[src/logic/gbr_pkg.sv]
`default_nettype none
package gbr_pkg;
	// ==================================================
	// widths and field layout
	localparam int PIN_W    = 16;
	localparam int NIB_W    = 4;
	localparam int FEN_W    = 13;
	localparam int MAIN_NF  = 8;
	localparam int SEC_NF   = 3;
	localparam int RADIO_W  = 8;
	localparam int TXEN_W   = 12;
	// function enable bit positions
	localparam int FB_PULSE0 = 0;
	localparam int FB_EXTIRQ = 4;
	localparam int FB_CSEL1  = 5;
	localparam int FB_RADIO1 = 8;
	localparam int FB_TXEN0  = 10;
	// ==================================================
	// pin multiplexer codes
	localparam logic [3:0] MAIN_CODE_MAX = 4'hA;
	localparam logic [3:0] SEC_CODE_MAX  = 4'h5;
	localparam logic [3:0] SEC_GPIO_MIN  = 4'h4;
	// ==================================================
	// register byte addresses
	localparam logic [31:0] A_PB_RADIO  = 32'h4001_1FC8;
	localparam logic [31:0] A_PB_TXEN   = 32'h4001_1FCC;
	localparam logic [31:0] A_PC_DIN    = 32'h4001_7000;
	localparam logic [31:0] A_PC_DOUT   = 32'h4001_7004;
	localparam logic [31:0] A_PC_DIRSET = 32'h4001_7010;
	localparam logic [31:0] A_PC_OCLR   = 32'h4001_7014;
	localparam logic [31:0] A_PC_ALTSET = 32'h4001_7018;
	localparam logic [31:0] A_PC_ALTCLR = 32'h4001_701C;
	localparam logic [31:0] A_PC_IENSET = 32'h4001_7020;
	localparam logic [31:0] A_PC_IENCLR = 32'h4001_7024;
	localparam logic [31:0] A_PC_KNDSET = 32'h4001_7028;
	localparam logic [31:0] A_PC_KNDCLR = 32'h4001_702C;
	localparam logic [31:0] A_PC_POLSET = 32'h4001_7030;
	localparam logic [31:0] A_PC_POLCLR = 32'h4001_7034;
	localparam logic [31:0] A_PC_FLAGS  = 32'h4001_7038;
	localparam logic [31:0] A_PC_FEN    = 32'h4001_703C;
	localparam logic [31:0] A_PC_PULSE  = 32'h4001_7FC0;
	localparam logic [31:0] A_PC_CSEL   = 32'h4001_7FC4;
	localparam logic [31:0] A_PC_RADIO  = 32'h4001_7FC8;
	localparam logic [31:0] A_PC_TXEN   = 32'h4001_7FCC;
	localparam logic [31:0] A_MAIN_FSEL = 32'h4001_7F00;
	localparam logic [31:0] A_SEC_FSEL  = 32'h4001_7F04;
	// ==================================================
	// reset values
	localparam logic [31:0] RST_ZERO = 32'h0000_0000;
endpackage
`default_nettype wire

[src/logic/gbr_bank.sv]
// Operation
// - A one in a direction bit makes that third-bank pin an output, a zero keeps it an input unless a routed alternate function drives it.
// - Writing ones to the output-clear register clears those output data bits.
// - A one in an alternate-function bit lets the routed peripheral function drive that pin.
// - Writing ones to the alternate-function clear register drops those pins' selection.
// - Interrupt-set bits enable pin interrupts and interrupt-clear ones clear pin interrupts; interrupt-clear clears the flags and leaves the enables.
// - A kind bit of one senses edges, zero senses levels, and kind-clear returns to level.
// - A polarity bit of one is active high, zero active low, and its clear returns to low.
// - The function enable register holds thirteen enables in the documented bit order.
// - The pulse route register holds four pin selects, pulse three in the top nibble.
// - The chip-select route holds selects three to one up top and external interrupt lowest.
// - The radio route holds switch two in bits 7:4 and switch one in bits 3:0.
// - The transmit-enable route holds serial two, one and zero from high nibble down.
// - The second bank has the same radio and transmit-enable routes, reset to zero.
// - Main multiplexer fields select functions 0 to 10, other codes select nothing.
// - Secondary multiplexer fields select functions 0 to 5, the top codes plain pins.
//
// The APB interface to the registers was left to the implementer.
`timescale 1ns/1ps
`default_nettype none
module gbr_bank #(
	parameter int PINS = 16
) (
	// clock and reset
	input  wire logic                                    pclk,
	input  wire logic                                    presetn,
	// register bus
	input  wire logic                                    psel,
	input  wire logic                                    penable,
	input  wire logic                                    pwrite,
	input  wire logic [31:0]                             paddr,
	input  wire logic [31:0]                             pwdata,
	output logic      [31:0]                             prdata,
	output logic                                         pready,
	output logic                                         pslverr,
	// third bank pins
	input  wire logic [PINS-1:0]                         pin_in,
	output logic      [PINS-1:0]                         pin_out,
	output logic      [PINS-1:0]                         pin_oe,
	// peripheral function values, same order as the enable bits
	input  wire logic [gbr_pkg::FEN_W-1:0]               func_value,
	// second bank routes
	output logic      [gbr_pkg::RADIO_W-1:0]             portb_radio_switch_route,
	output logic      [gbr_pkg::TXEN_W-1:0]              portb_serial_txen_route,
	// pin multiplexer selects
	output logic      [gbr_pkg::MAIN_NF*gbr_pkg::NIB_W-1:0] main_fsel_code,
	output logic      [gbr_pkg::MAIN_NF-1:0]             main_fsel_valid,
	output logic      [gbr_pkg::SEC_NF*gbr_pkg::NIB_W-1:0]  sec_fsel_code,
	output logic      [gbr_pkg::SEC_NF-1:0]              sec_fsel_valid,
	output logic      [gbr_pkg::SEC_NF-1:0]              sec_main_pin_function_select
);
	import gbr_pkg::*;

	// ==================================================
	// elaboration check
	generate
		if (PINS < 1 || PINS > PIN_W) begin : g_bad_pins
			$error("gbr_bank: PINS must lie in 1..16");
		end
		// every multiplexer register packs its fields into one bus word
		if (MAIN_NF * NIB_W > 32 || SEC_NF * NIB_W > 32) begin : g_bad_fields
			$error("gbr_bank: multiplexer fields overflow a bus word");
		end
	endgenerate

	// ==================================================
	// decode helpers
	function automatic logic mapped(input logic [31:0] a);
		case (a)
			A_PB_RADIO, A_PB_TXEN, A_PC_DIN, A_PC_DOUT, A_PC_DIRSET,
			A_PC_OCLR, A_PC_ALTSET, A_PC_ALTCLR, A_PC_IENSET, A_PC_IENCLR,
			A_PC_KNDSET, A_PC_KNDCLR, A_PC_POLSET, A_PC_POLCLR, A_PC_FLAGS,
			A_PC_FEN, A_PC_PULSE, A_PC_CSEL, A_PC_RADIO, A_PC_TXEN,
			A_MAIN_FSEL, A_SEC_FSEL: mapped = 1'b1;
			default: mapped = 1'b0;
		endcase
	endfunction

	function automatic logic code_ok(input logic [3:0] c, input logic [3:0] max);
		code_ok = (c <= max);
	endfunction

	// ==================================================
	// state
	logic [PINS-1:0]             din_q,   din_d;
	logic [PINS-1:0]             act_q,   act_d;
	logic [PINS-1:0]             dout_q,  dout_d;
	logic [PINS-1:0]             dir_q,   dir_d;
	logic [PINS-1:0]             alt_q,   alt_d;
	logic [PINS-1:0]             ien_q,   ien_d;
	logic [PINS-1:0]             kind_q,  kind_d;
	logic [PINS-1:0]             pol_q,   pol_d;
	logic [PINS-1:0]             flag_q,  flag_d;
	logic [FEN_W-1:0]            fen_q,   fen_d;
	logic [15:0]                 pulse_q, pulse_d;
	logic [15:0]                 csel_q,  csel_d;
	logic [RADIO_W-1:0]          radio_q, radio_d;
	logic [TXEN_W-1:0]           txen_q,  txen_d;
	logic [RADIO_W-1:0]          bradio_q, bradio_d;
	logic [TXEN_W-1:0]           btxen_q, btxen_d;
	logic [MAIN_NF*NIB_W-1:0]    mfs_q,   mfs_d;
	logic [SEC_NF*NIB_W-1:0]     sfs_q,   sfs_d;
	logic [31:0]                 rdat_q,  rdat_d;
	logic                        err_q,   err_d;
	logic [PINS-1:0]             pout_q,  pout_d;
	logic [PINS-1:0]             poe_q,   poe_d;
	logic [MAIN_NF-1:0]          mval_q,  mval_d;
	logic [SEC_NF-1:0]           sval_q,  sval_d;
	logic [SEC_NF-1:0]           sgpio_q, sgpio_d;

	logic                        setup;
	logic                        wr;
	logic [PINS-1:0]             wbits;
	logic [PINS-1:0]             act_now;
	logic [PINS-1:0]             event_now;
	logic [FEN_W*NIB_W-1:0]      fsel;
	logic [PINS-1:0]             r_hit;
	logic [PINS-1:0]             r_val;

	// ==================================================
	// bus handshake: never waits, so every access ends in two cycles
	assign pready  = 1'b1;
	assign setup   = psel & ~penable;
	// unmapped writes are dropped and only reported through pslverr
	assign wr      = psel & penable & pwrite & mapped(paddr);
	assign wbits   = pwdata[PINS-1:0];
	assign prdata  = rdat_q;
	assign pslverr = err_q & psel & penable;

	// ==================================================
	// function routing, enable bit f goes with select nibble f
	assign fsel[(FB_PULSE0+0)*NIB_W +: NIB_W] = pulse_q[3:0];
	assign fsel[(FB_PULSE0+1)*NIB_W +: NIB_W] = pulse_q[7:4];
	assign fsel[(FB_PULSE0+2)*NIB_W +: NIB_W] = pulse_q[11:8];
	assign fsel[(FB_PULSE0+3)*NIB_W +: NIB_W] = pulse_q[15:12];
	assign fsel[FB_EXTIRQ*NIB_W +: NIB_W]     = csel_q[3:0];
	assign fsel[(FB_CSEL1+0)*NIB_W +: NIB_W]  = csel_q[7:4];
	assign fsel[(FB_CSEL1+1)*NIB_W +: NIB_W]  = csel_q[11:8];
	assign fsel[(FB_CSEL1+2)*NIB_W +: NIB_W]  = csel_q[15:12];
	assign fsel[(FB_RADIO1+0)*NIB_W +: NIB_W] = radio_q[3:0];
	assign fsel[(FB_RADIO1+1)*NIB_W +: NIB_W] = radio_q[7:4];
	assign fsel[(FB_TXEN0+0)*NIB_W +: NIB_W]  = txen_q[3:0];
	assign fsel[(FB_TXEN0+1)*NIB_W +: NIB_W]  = txen_q[7:4];
	assign fsel[(FB_TXEN0+2)*NIB_W +: NIB_W]  = txen_q[11:8];

	gbr_route #(
		.PINS (PINS)
	) u_route (
		.fen  (fen_q),
		.fsel (fsel),
		.fval (func_value),
		.hit  (r_hit),
		.val  (r_val)
	);

	// ==================================================
	// interrupt detection
	// edge mode compares with last cycle's activity, so changing the polarity
	// of an edge pin can itself look like an edge and raise its flag
	always_comb begin
		act_now   = ~(din_q ^ pol_q);
		event_now = ien_q & (act_now & ~(kind_q & act_q));
	end

	// ==================================================
	// next state
	always_comb begin
		din_d    = pin_in;
		act_d    = act_now;
		dout_d   = dout_q;
		dir_d    = dir_q;
		alt_d    = alt_q;
		ien_d    = ien_q;
		kind_d   = kind_q;
		pol_d    = pol_q;
		flag_d   = flag_q;
		fen_d    = fen_q;
		pulse_d  = pulse_q;
		csel_d   = csel_q;
		radio_d  = radio_q;
		txen_d   = txen_q;
		bradio_d = bradio_q;
		btxen_d  = btxen_q;
		mfs_d    = mfs_q;
		sfs_d    = sfs_q;
		if (wr) begin
			case (paddr)
				A_PC_DOUT:   dout_d   = wbits;
				A_PC_DIRSET: dir_d    = wbits;
				A_PC_OCLR:   dout_d   = dout_q & ~wbits;
				A_PC_ALTSET: alt_d    = wbits;
				A_PC_ALTCLR: alt_d    = alt_q & ~wbits;
				A_PC_IENSET: ien_d    = wbits;
				A_PC_IENCLR: flag_d   = flag_q & ~wbits;
				A_PC_KNDSET: kind_d   = wbits;
				A_PC_KNDCLR: kind_d   = kind_q & ~wbits;
				A_PC_POLSET: pol_d    = wbits;
				A_PC_POLCLR: pol_d    = pol_q & ~wbits;
				A_PC_FLAGS:  flag_d   = flag_q & ~wbits;
				A_PC_FEN:    fen_d    = pwdata[FEN_W-1:0];
				A_PC_PULSE:  pulse_d  = pwdata[15:0];
				A_PC_CSEL:   csel_d   = pwdata[15:0];
				A_PC_RADIO:  radio_d  = pwdata[RADIO_W-1:0];
				A_PC_TXEN:   txen_d   = pwdata[TXEN_W-1:0];
				A_PB_RADIO:  bradio_d = pwdata[RADIO_W-1:0];
				A_PB_TXEN:   btxen_d  = pwdata[TXEN_W-1:0];
				A_MAIN_FSEL: mfs_d    = pwdata[MAIN_NF*NIB_W-1:0];
				A_SEC_FSEL:  sfs_d    = pwdata[SEC_NF*NIB_W-1:0];
				default:     ;
			endcase
		end
		// a new event beats a clear in the same cycle
		flag_d = flag_d | event_now;
	end

	// ==================================================
	// read data is caught in the setup cycle
	always_comb begin
		rdat_d = rdat_q;
		err_d  = err_q;
		if (setup) begin
			err_d = ~mapped(paddr);
			case (paddr)
				A_PC_DIN:    rdat_d = 32'(din_q);
				A_PC_DOUT:   rdat_d = 32'(dout_q);
				A_PC_DIRSET: rdat_d = 32'(dir_q);
				A_PC_ALTSET: rdat_d = 32'(alt_q);
				A_PC_IENSET: rdat_d = 32'(ien_q);
				A_PC_KNDSET: rdat_d = 32'(kind_q);
				A_PC_POLSET: rdat_d = 32'(pol_q);
				A_PC_FLAGS:  rdat_d = 32'(flag_q);
				A_PC_FEN:    rdat_d = 32'(fen_q);
				A_PC_PULSE:  rdat_d = 32'(pulse_q);
				A_PC_CSEL:   rdat_d = 32'(csel_q);
				A_PC_RADIO:  rdat_d = 32'(radio_q);
				A_PC_TXEN:   rdat_d = 32'(txen_q);
				A_PB_RADIO:  rdat_d = 32'(bradio_q);
				A_PB_TXEN:   rdat_d = 32'(btxen_q);
				A_MAIN_FSEL: rdat_d = 32'(mfs_q);
				A_SEC_FSEL:  rdat_d = 32'(sfs_q);
				// clear registers hold nothing, so they read back as zero
				A_PC_OCLR, A_PC_ALTCLR, A_PC_IENCLR,
				A_PC_KNDCLR, A_PC_POLCLR: rdat_d = RST_ZERO;
				// unmapped reads also return zero, with the error flag raised
				default:     rdat_d = RST_ZERO;
			endcase
		end
	end

	// ==================================================
	// pin drive, registered so the pads see clean levels
	always_comb begin
		pout_d = (alt_q & r_hit & r_val) | (~(alt_q & r_hit) & dout_q);
		poe_d  = dir_q | (alt_q & r_hit);
	end

	// ==================================================
	// registers
	always_ff @(posedge pclk or negedge presetn) begin
		if (!presetn) begin
			din_q    <= '0;
			act_q    <= '0;
			dout_q   <= '0;
			dir_q    <= '0;
			alt_q    <= '0;
			ien_q    <= '0;
			kind_q   <= '0;
			pol_q    <= '0;
			flag_q   <= '0;
			fen_q    <= '0;
			pulse_q  <= '0;
			csel_q   <= '0;
			radio_q  <= '0;
			txen_q   <= '0;
			bradio_q <= '0;
			btxen_q  <= '0;
			mfs_q    <= '0;
			sfs_q    <= '0;
			rdat_q   <= RST_ZERO;
			err_q    <= 1'b0;
			pout_q   <= '0;
			poe_q    <= '0;
			// code zero is a valid function and never a plain pin
			mval_q   <= '1;
			sval_q   <= '1;
			sgpio_q  <= '0;
		end else begin
			din_q    <= din_d;
			act_q    <= act_d;
			dout_q   <= dout_d;
			dir_q    <= dir_d;
			alt_q    <= alt_d;
			ien_q    <= ien_d;
			kind_q   <= kind_d;
			pol_q    <= pol_d;
			flag_q   <= flag_d;
			fen_q    <= fen_d;
			pulse_q  <= pulse_d;
			csel_q   <= csel_d;
			radio_q  <= radio_d;
			txen_q   <= txen_d;
			bradio_q <= bradio_d;
			btxen_q  <= btxen_d;
			mfs_q    <= mfs_d;
			sfs_q    <= sfs_d;
			rdat_q   <= rdat_d;
			err_q    <= err_d;
			pout_q   <= pout_d;
			poe_q    <= poe_d;
			mval_q   <= mval_d;
			sval_q   <= sval_d;
			sgpio_q  <= sgpio_d;
		end
	end

	// ==================================================
	// outputs
	assign pin_out                  = pout_q;
	assign pin_oe                   = poe_q;
	assign portb_radio_switch_route = bradio_q;
	assign portb_serial_txen_route  = btxen_q;
	assign main_fsel_code           = mfs_q;
	assign sec_fsel_code            = sfs_q;
	assign main_fsel_valid          = mval_q;
	assign sec_fsel_valid           = sval_q;
	assign sec_main_pin_function_select            = sgpio_q;

	// decode from the next code so the registered flags line up with the code
	genvar g;
	generate
		for (g = 0; g < MAIN_NF; g++) begin : g_main
			assign mval_d[g] = code_ok(mfs_d[g*NIB_W +: NIB_W],
				MAIN_CODE_MAX);
		end
		for (g = 0; g < SEC_NF; g++) begin : g_sec
			assign sval_d[g]  = code_ok(sfs_d[g*NIB_W +: NIB_W],
				SEC_CODE_MAX);
			assign sgpio_d[g] = code_ok(sfs_d[g*NIB_W +: NIB_W], SEC_CODE_MAX)
				& ~code_ok(sfs_d[g*NIB_W +: NIB_W], SEC_GPIO_MIN - 4'h1);
		end
	endgenerate
endmodule
`default_nettype wire

[src/logic/gbr_route.sv]
`timescale 1ns/1ps
`default_nettype none
module gbr_route #(
	parameter int PINS = 16
) (
	// function side
	input  wire logic [gbr_pkg::FEN_W-1:0]               fen,
	input  wire logic [gbr_pkg::FEN_W*gbr_pkg::NIB_W-1:0] fsel,
	input  wire logic [gbr_pkg::FEN_W-1:0]               fval,
	// pin side
	output logic      [PINS-1:0]                         hit,
	output logic      [PINS-1:0]                         val
);
	import gbr_pkg::*;

	// ==================================================
	// per pin: or of every enabled function aimed at it
	genvar p;
	generate
		for (p = 0; p < PINS; p++) begin : g_pin
			always_comb begin
				hit[p] = 1'b0;
				val[p] = 1'b0;
				for (int f = 0; f < FEN_W; f++) begin
					if (fen[f] && fsel[f*NIB_W +: NIB_W] == NIB_W'(p)) begin
						hit[p] = 1'b1;
						val[p] = val[p] | fval[f];
					end
				end
			end
		end
	endgenerate
endmodule
`default_nettype wire
[config.mk]
export PLATFORM = sky130hd
export DESIGN_NAME = gbr_bank
export DESIGN_NICKNAME = d
export VERILOG_FILES = /design/src/logic/gbr_pkg.sv /design/src/logic/gbr_bank.sv /design/src/logic/gbr_route.sv
export SDC_FILE = /design/constraint.sdc
export NUM_CORES = 1
export LEC_CHECK = 0
export BUFFER_PORTS_ARGS = -buffer_cell sky130_fd_sc_hd__buf_2
export CORE_MARGIN = 2
export CORE_UTILIZATION = 45
export DETAILED_ROUTE_END_ITERATION = 10
export PLACE_DENSITY = 0.67
export SYNTH_ARGS = -nofsm -noshare
export SYNTH_HDL_FRONTEND = slang
export SYNTH_HIERARCHICAL = 1
export SYNTH_SLANG_ARGS = --single-unit
[constraint.sdc]
create_clock -name pclk -period 1.5 [get_ports pclk]
set_input_delay 0.225 -clock pclk [delete_from_list [all_inputs] [get_ports pclk]]
set_output_delay 0.225 -clock pclk [all_outputs]
set_load 0.05 [all_outputs]
==> flow_summary.json, run 1 <==
{
  "synth_nets": 2084,
  "pin_count": 242,
  "gp_congestion": 1.11,
  "worst-ep-kind": "sequential cell input",
  "htree_levels": 2,
  "status": "did not finish",
  "root_buffer": "clkbuf_16",
  "cts.sinks": 352,
  "lastStage": "5_1_grt",
  "clockBufferDepth": 3,
  "synth_cell_types": 80,
  "rows": 76,
  "grt-ovfl-total": 99,
  "initial_utilization": 0.455,
  "synth_edf_count": 0,
  "cts_buffers": 38,
  "dp_hpwl_mm": 81.2,
  "yosysSeqAreaShare": 0.451,
  "die_w_um": 213,
  "synthCells": 1986,
  "gr-usage-all-layers": 0.759,
  "ys_ff_latch": 352,
  "grt_max_degree": 83,
  "grt_worst_setup_endpoint": "pin_out[2]$_DFF_PN0_/D",
  "toolErrorMsg": "[ERROR GRT-0232] Routing congestion too high. Check the congestion heatmap in the GUI.",
  "ys.warnings.count": 6,
  "syn_area_um2": 19600,
  "io_buffers": 240,
  "place_inst": 3260,
  "synthFlopType": "dfrtp_1",
  "dieHeight_um": 213,
  "async_flop_share": 1.00,
  "syn_area_per_cell_um2": 9.85
}
==> cell families after synthesis <==
kind of cell,synth area share
AOI/OAI and AO/OA,0.180
muxes,0.0914
other,0.000192
and+or+nand+nor,0.233
DFF,0.451
buffers and inverters,0.0378
xor gates and xnor gates,0.00761
==> Yosys cell counts (all sizes together) (49+ instances only) <==
master / instances / area, µm²
dfrtp: 341 / 8530
nand2: 238 / 906
o22ai: 182 / 1140
mux2: 157 / 1770
o21ai: 110 / 551
nor2: 95 / 385
nand3: 85 / 435
clkbuf: 81 / 308
buf: 69 / 417
nor4: 65 / 658
a21oi: 64 / 320
nand2b: 49 / 307
==> through the flow <==
stage | hold WS [ns] | setup slack, ns | util | instance area [µm²]
CTS | 0.0845 | -0.445 | 0.718 | 30900
detailed placement | 0.0862 | -1.15 | 0.616 | 26500
global placement | 0.0827 | -1.16 | 0.616 | 26500
floorplan | -0.0706 | -0.723 | - | 20300
==> what timing repair did <==
item / 4_1_cts
pin swaps: 177
setup buffers: 107
endpoints found under the setup margin: 357
cloned: 15
hold buffers: 33
hold endpoints to repair: 297
gates resized for setup: 465
==> metal layers <==
| layer | overflow | GRT usage |
|---|---|---|
| met5 | 0 | 0.251 |
| met2 | 46 | 0.910 |
| met4 | 48 | 0.753 |
| met3 | 5 | 0.604 |
| met1 | 0 | 0.777 |
==> inputs of run 2 (changes only) <==
--- a/config.mk
+++ b/config.mk
@@ -7,9 +7,9 @@
 export LEC_CHECK = 0
 export BUFFER_PORTS_ARGS = -buffer_cell sky130_fd_sc_hd__buf_2
 export CORE_MARGIN = 2
-export CORE_UTILIZATION = 45
+export CORE_UTILIZATION = 30
 export DETAILED_ROUTE_END_ITERATION = 10
-export PLACE_DENSITY = 0.67
+export PLACE_DENSITY_LB_ADDON = 0.15
 export SYNTH_ARGS = -nofsm -noshare
 export SYNTH_HDL_FRONTEND = slang
 export SYNTH_HIERARCHICAL = 1
==> constraint.sdc (replaced) <==
create_clock -name pclk -period 1.95 [get_ports pclk]
set_input_delay 0.2925 -clock pclk [delete_from_list [all_inputs] [get_ports pclk]]
set_output_delay 0.2925 -clock pclk [all_outputs]
set_load 0.05 [all_outputs]
==> flow_summary.json, run 2 <==
{
  "status": "finished with violations",
  "violations": "negative setup slack",
  "dp_hpwl_mm": 93.8,
  "min_to": "alt_q[2]",
  "root_buffer": "clkbuf_16",
  "power.internal_mw": 12.7,
  "worstPathMaxFanout": 4,
  "end_kind": "register",
  "wl_met1_mm": 49.6,
  "grt_setup_unrepaired": "true",
  "r2r_cells": 7,
  "fillers": 6179,
  "place_ws_ns": -0.781,
  "setup_violations": 15,
  "r2r_end": "pin_out[15]",
  "met2WireLength_mm": 55.0,
  "gp_congestion": 1.04,
  "synth_commonest_cells": "dfrtp_1, nand2_1, o22ai_1",
  "synth_edf_count": 0,
  "routed_wl_mm": 117,
  "die_w_um": 259,
  "gr-usage-all-layers": 0.343,
  "critical_path_class": "register to register",
  "syn_area_per_cell_um2": 9.85,
  "clk_pin_slew_ns": 0.07,
  "tightest_slew_ns": 0.702,
  "cts_buffers": 43,
  "drtIter0Drc": 2308,
  "insertion_delay_ns": 0.61,
  "clockPowerShare": 0.507,
  "ir_drop_v": 0.000653,
  "drv_cap": 0,
  "slew-limit-headroom": 0.531,
  "synthFlopType": "dfrtp_1",
  "yosys-top-cells-area": "dfrtp_1, mux2_2, o22ai_1",
  "holdCritPathClass": "input pin to register",
  "critPathRequiredTime_ns": 2.42,
  "pwr-share-seq": 0.441,
  "synth_nets": 2084,
  "pin_count": 242,
  "final_cell_mix": "buf_4, dfrtp_1, buf_2, nand2_1, o22ai_1",
  "wl_per_cell_um": 31.5,
  "synthCells": 1986,
  "fin_crit_sh": 1.06,
  "power.total_mw": 16.7,
  "power_switching_share": 0.242,
  "clockBufferDepth": 3,
  "power_frac_comb": 0.052,
  "async_flop_share": 1.00,
  "place_area_um2": 26900,
  "layout-drive-gt1-share": 0.494,
  "yosysSeqAreaShare": 0.451,
  "synth_cell_types": 80,
  "ys_ff_latch": 352,
  "antenna_found_initial": 2,
  "cts.sinks": 352,
  "ant_nets": 0,
  "fin_nets": 2938,
  "htree_levels": 2,
  "grt_pass1_vias": 21300,
  "die-area_um2": 67300,
  "rrSetupSlack_ns": -0.13,
  "fmax_ghz": 0.482,
  "rows": 93,
  "timing.final.max_slew_violations": 0,
  "final_common_cell": "buf_4",
  "drt_pass1_iterations": 8,
  "grt-ovfl-total": 0,
  "setup_slack_ns": -0.125,
  "yosysMostFrequentCell": "dfrtp_1",
  "hold_viol": 0,
  "num_vias": 21700,
  "tns_ns": -0.769,
  "p_leak_nw": 13.9,
  "power_density_nw_per_um2": 550,
  "viasPerCell": 5.81,
  "syn_area_um2": 19600,
  "hold_depth": 3,
  "yosysTopAreaCell": "dfrtp_1",
  "grt_pass1_wl_mm": 164,
  "crit_arrival_ns": 2.54,
  "initial_utilization": 0.304,
  "critPathLaunchType": "register",
  "area_growth_pct": 55.3,
  "wl_met3_mm": 6.11,
  "worstHoldStart": "pwdata[2]",
  "min_period_ns": 2.08,
  "finalClockSkew_ns": 0.0351,
  "rr_startpoint": "pulse_q[0]",
  "dieHeight_um": 259,
  "io_buffers": 240,
  "holdWs_ns": 0.192,
  "core_area_um2": 64500,
  "p_switching_mw": 4.05,
  "synth_top_area_frac": 0.436,
  "highest_layer": "met4",
  "drc": 0,
  "grt_max_degree": 65,
  "cts_tree": "done",
  "ys.warnings.count": 6,
  "final_cell_area_um2": 30400
}
-- run 2: metrics by stage --
step	util	std cells
after floorplan	-	1986
after global placement	0.418	3547
after detailed placement	0.418	3547
after CTS	0.460	3709
after global routing	0.471	3731
final	0.471	3731
-- run 2: layer usage --
layer,global-route usage,vias up
met4,0.174,0
met3,0.0355,229
met5,0,-
met2,0.554,955
met1,0.457,11100
li1,-,9358
-- run 2: cell type report --
class,count,area (µm²),area share
Antenna cell,1,2.50,0.0000823
Clock buffer,59,1240,0.0407
Clock inverter,21,265,0.00873
Inverter,4,15.0,0.000494
Multi-Input combinational cell,1480,11100,0.366
Sequential cell,352,8880,0.292
Tap cell,855,1070,0.0352
Timing Repair Buffer,959,7810,0.257
-- run 2: power by group through the flow --
stage                     combinational [mW]  sequential (mW)  clock (mW)
final                                  0.875             7.37        8.47
after global routing                   0.939             7.37        8.93
after CTS                              0.876             7.37        8.59
after detailed placement               0.818             7.50           0
after global placement                 0.814             7.50           0
after floorplan                        0.254             7.49           0
-- run 2: repair_timing --
action                                 in CTS  in global routing
pin swaps                                  61                 60
gates resized for setup                   136                123
endpoints found under the hold margin     110                  0
hold buffers                               33                  0
setup buffers                              54                 26
setup endpoints to repair                  36                 27
-- run 2: kinds of logic (layout without fill, tap and decap cells) --
logic type,after synthesis,count (layout),synth area share
other,1,2,0.000192
DFF,352,352,0.451
buffers and inverters,154,1043,0.0378
and+or+nand+nor,775,775,0.233
AOI/OAI and AO/OA,528,528,0.180
muxes,159,159,0.0914
xor gates and xnor gates,17,17,0.00761
-- run 2: critical path: stages, from the launching register on --
cell and delay (ns):
dfrtp_2 0.48, buf_4 0.18, buf_4 0.14, nand2_2 0.07
o22ai_2 0.09, nor4_1 0.23, o211ai_1 0.32, mux2_4 0.42
-- run 2: how the worst max path moves through the flow --
stage	startpoint	to	depth (start not counted)
detailed placement	paddr[9]	prdata[15]	9
CTS	fen_q[0]	pin_out[15]	6
finish	pulse_q[0]	pin_out[15]	7
global route	txen_q[11]	pin_out[14]	8
global placement	paddr[9]	prdata[15]	9
floorplan	paddr[9]	alt_q[10]	10
(Power assumes the default switching activity.)
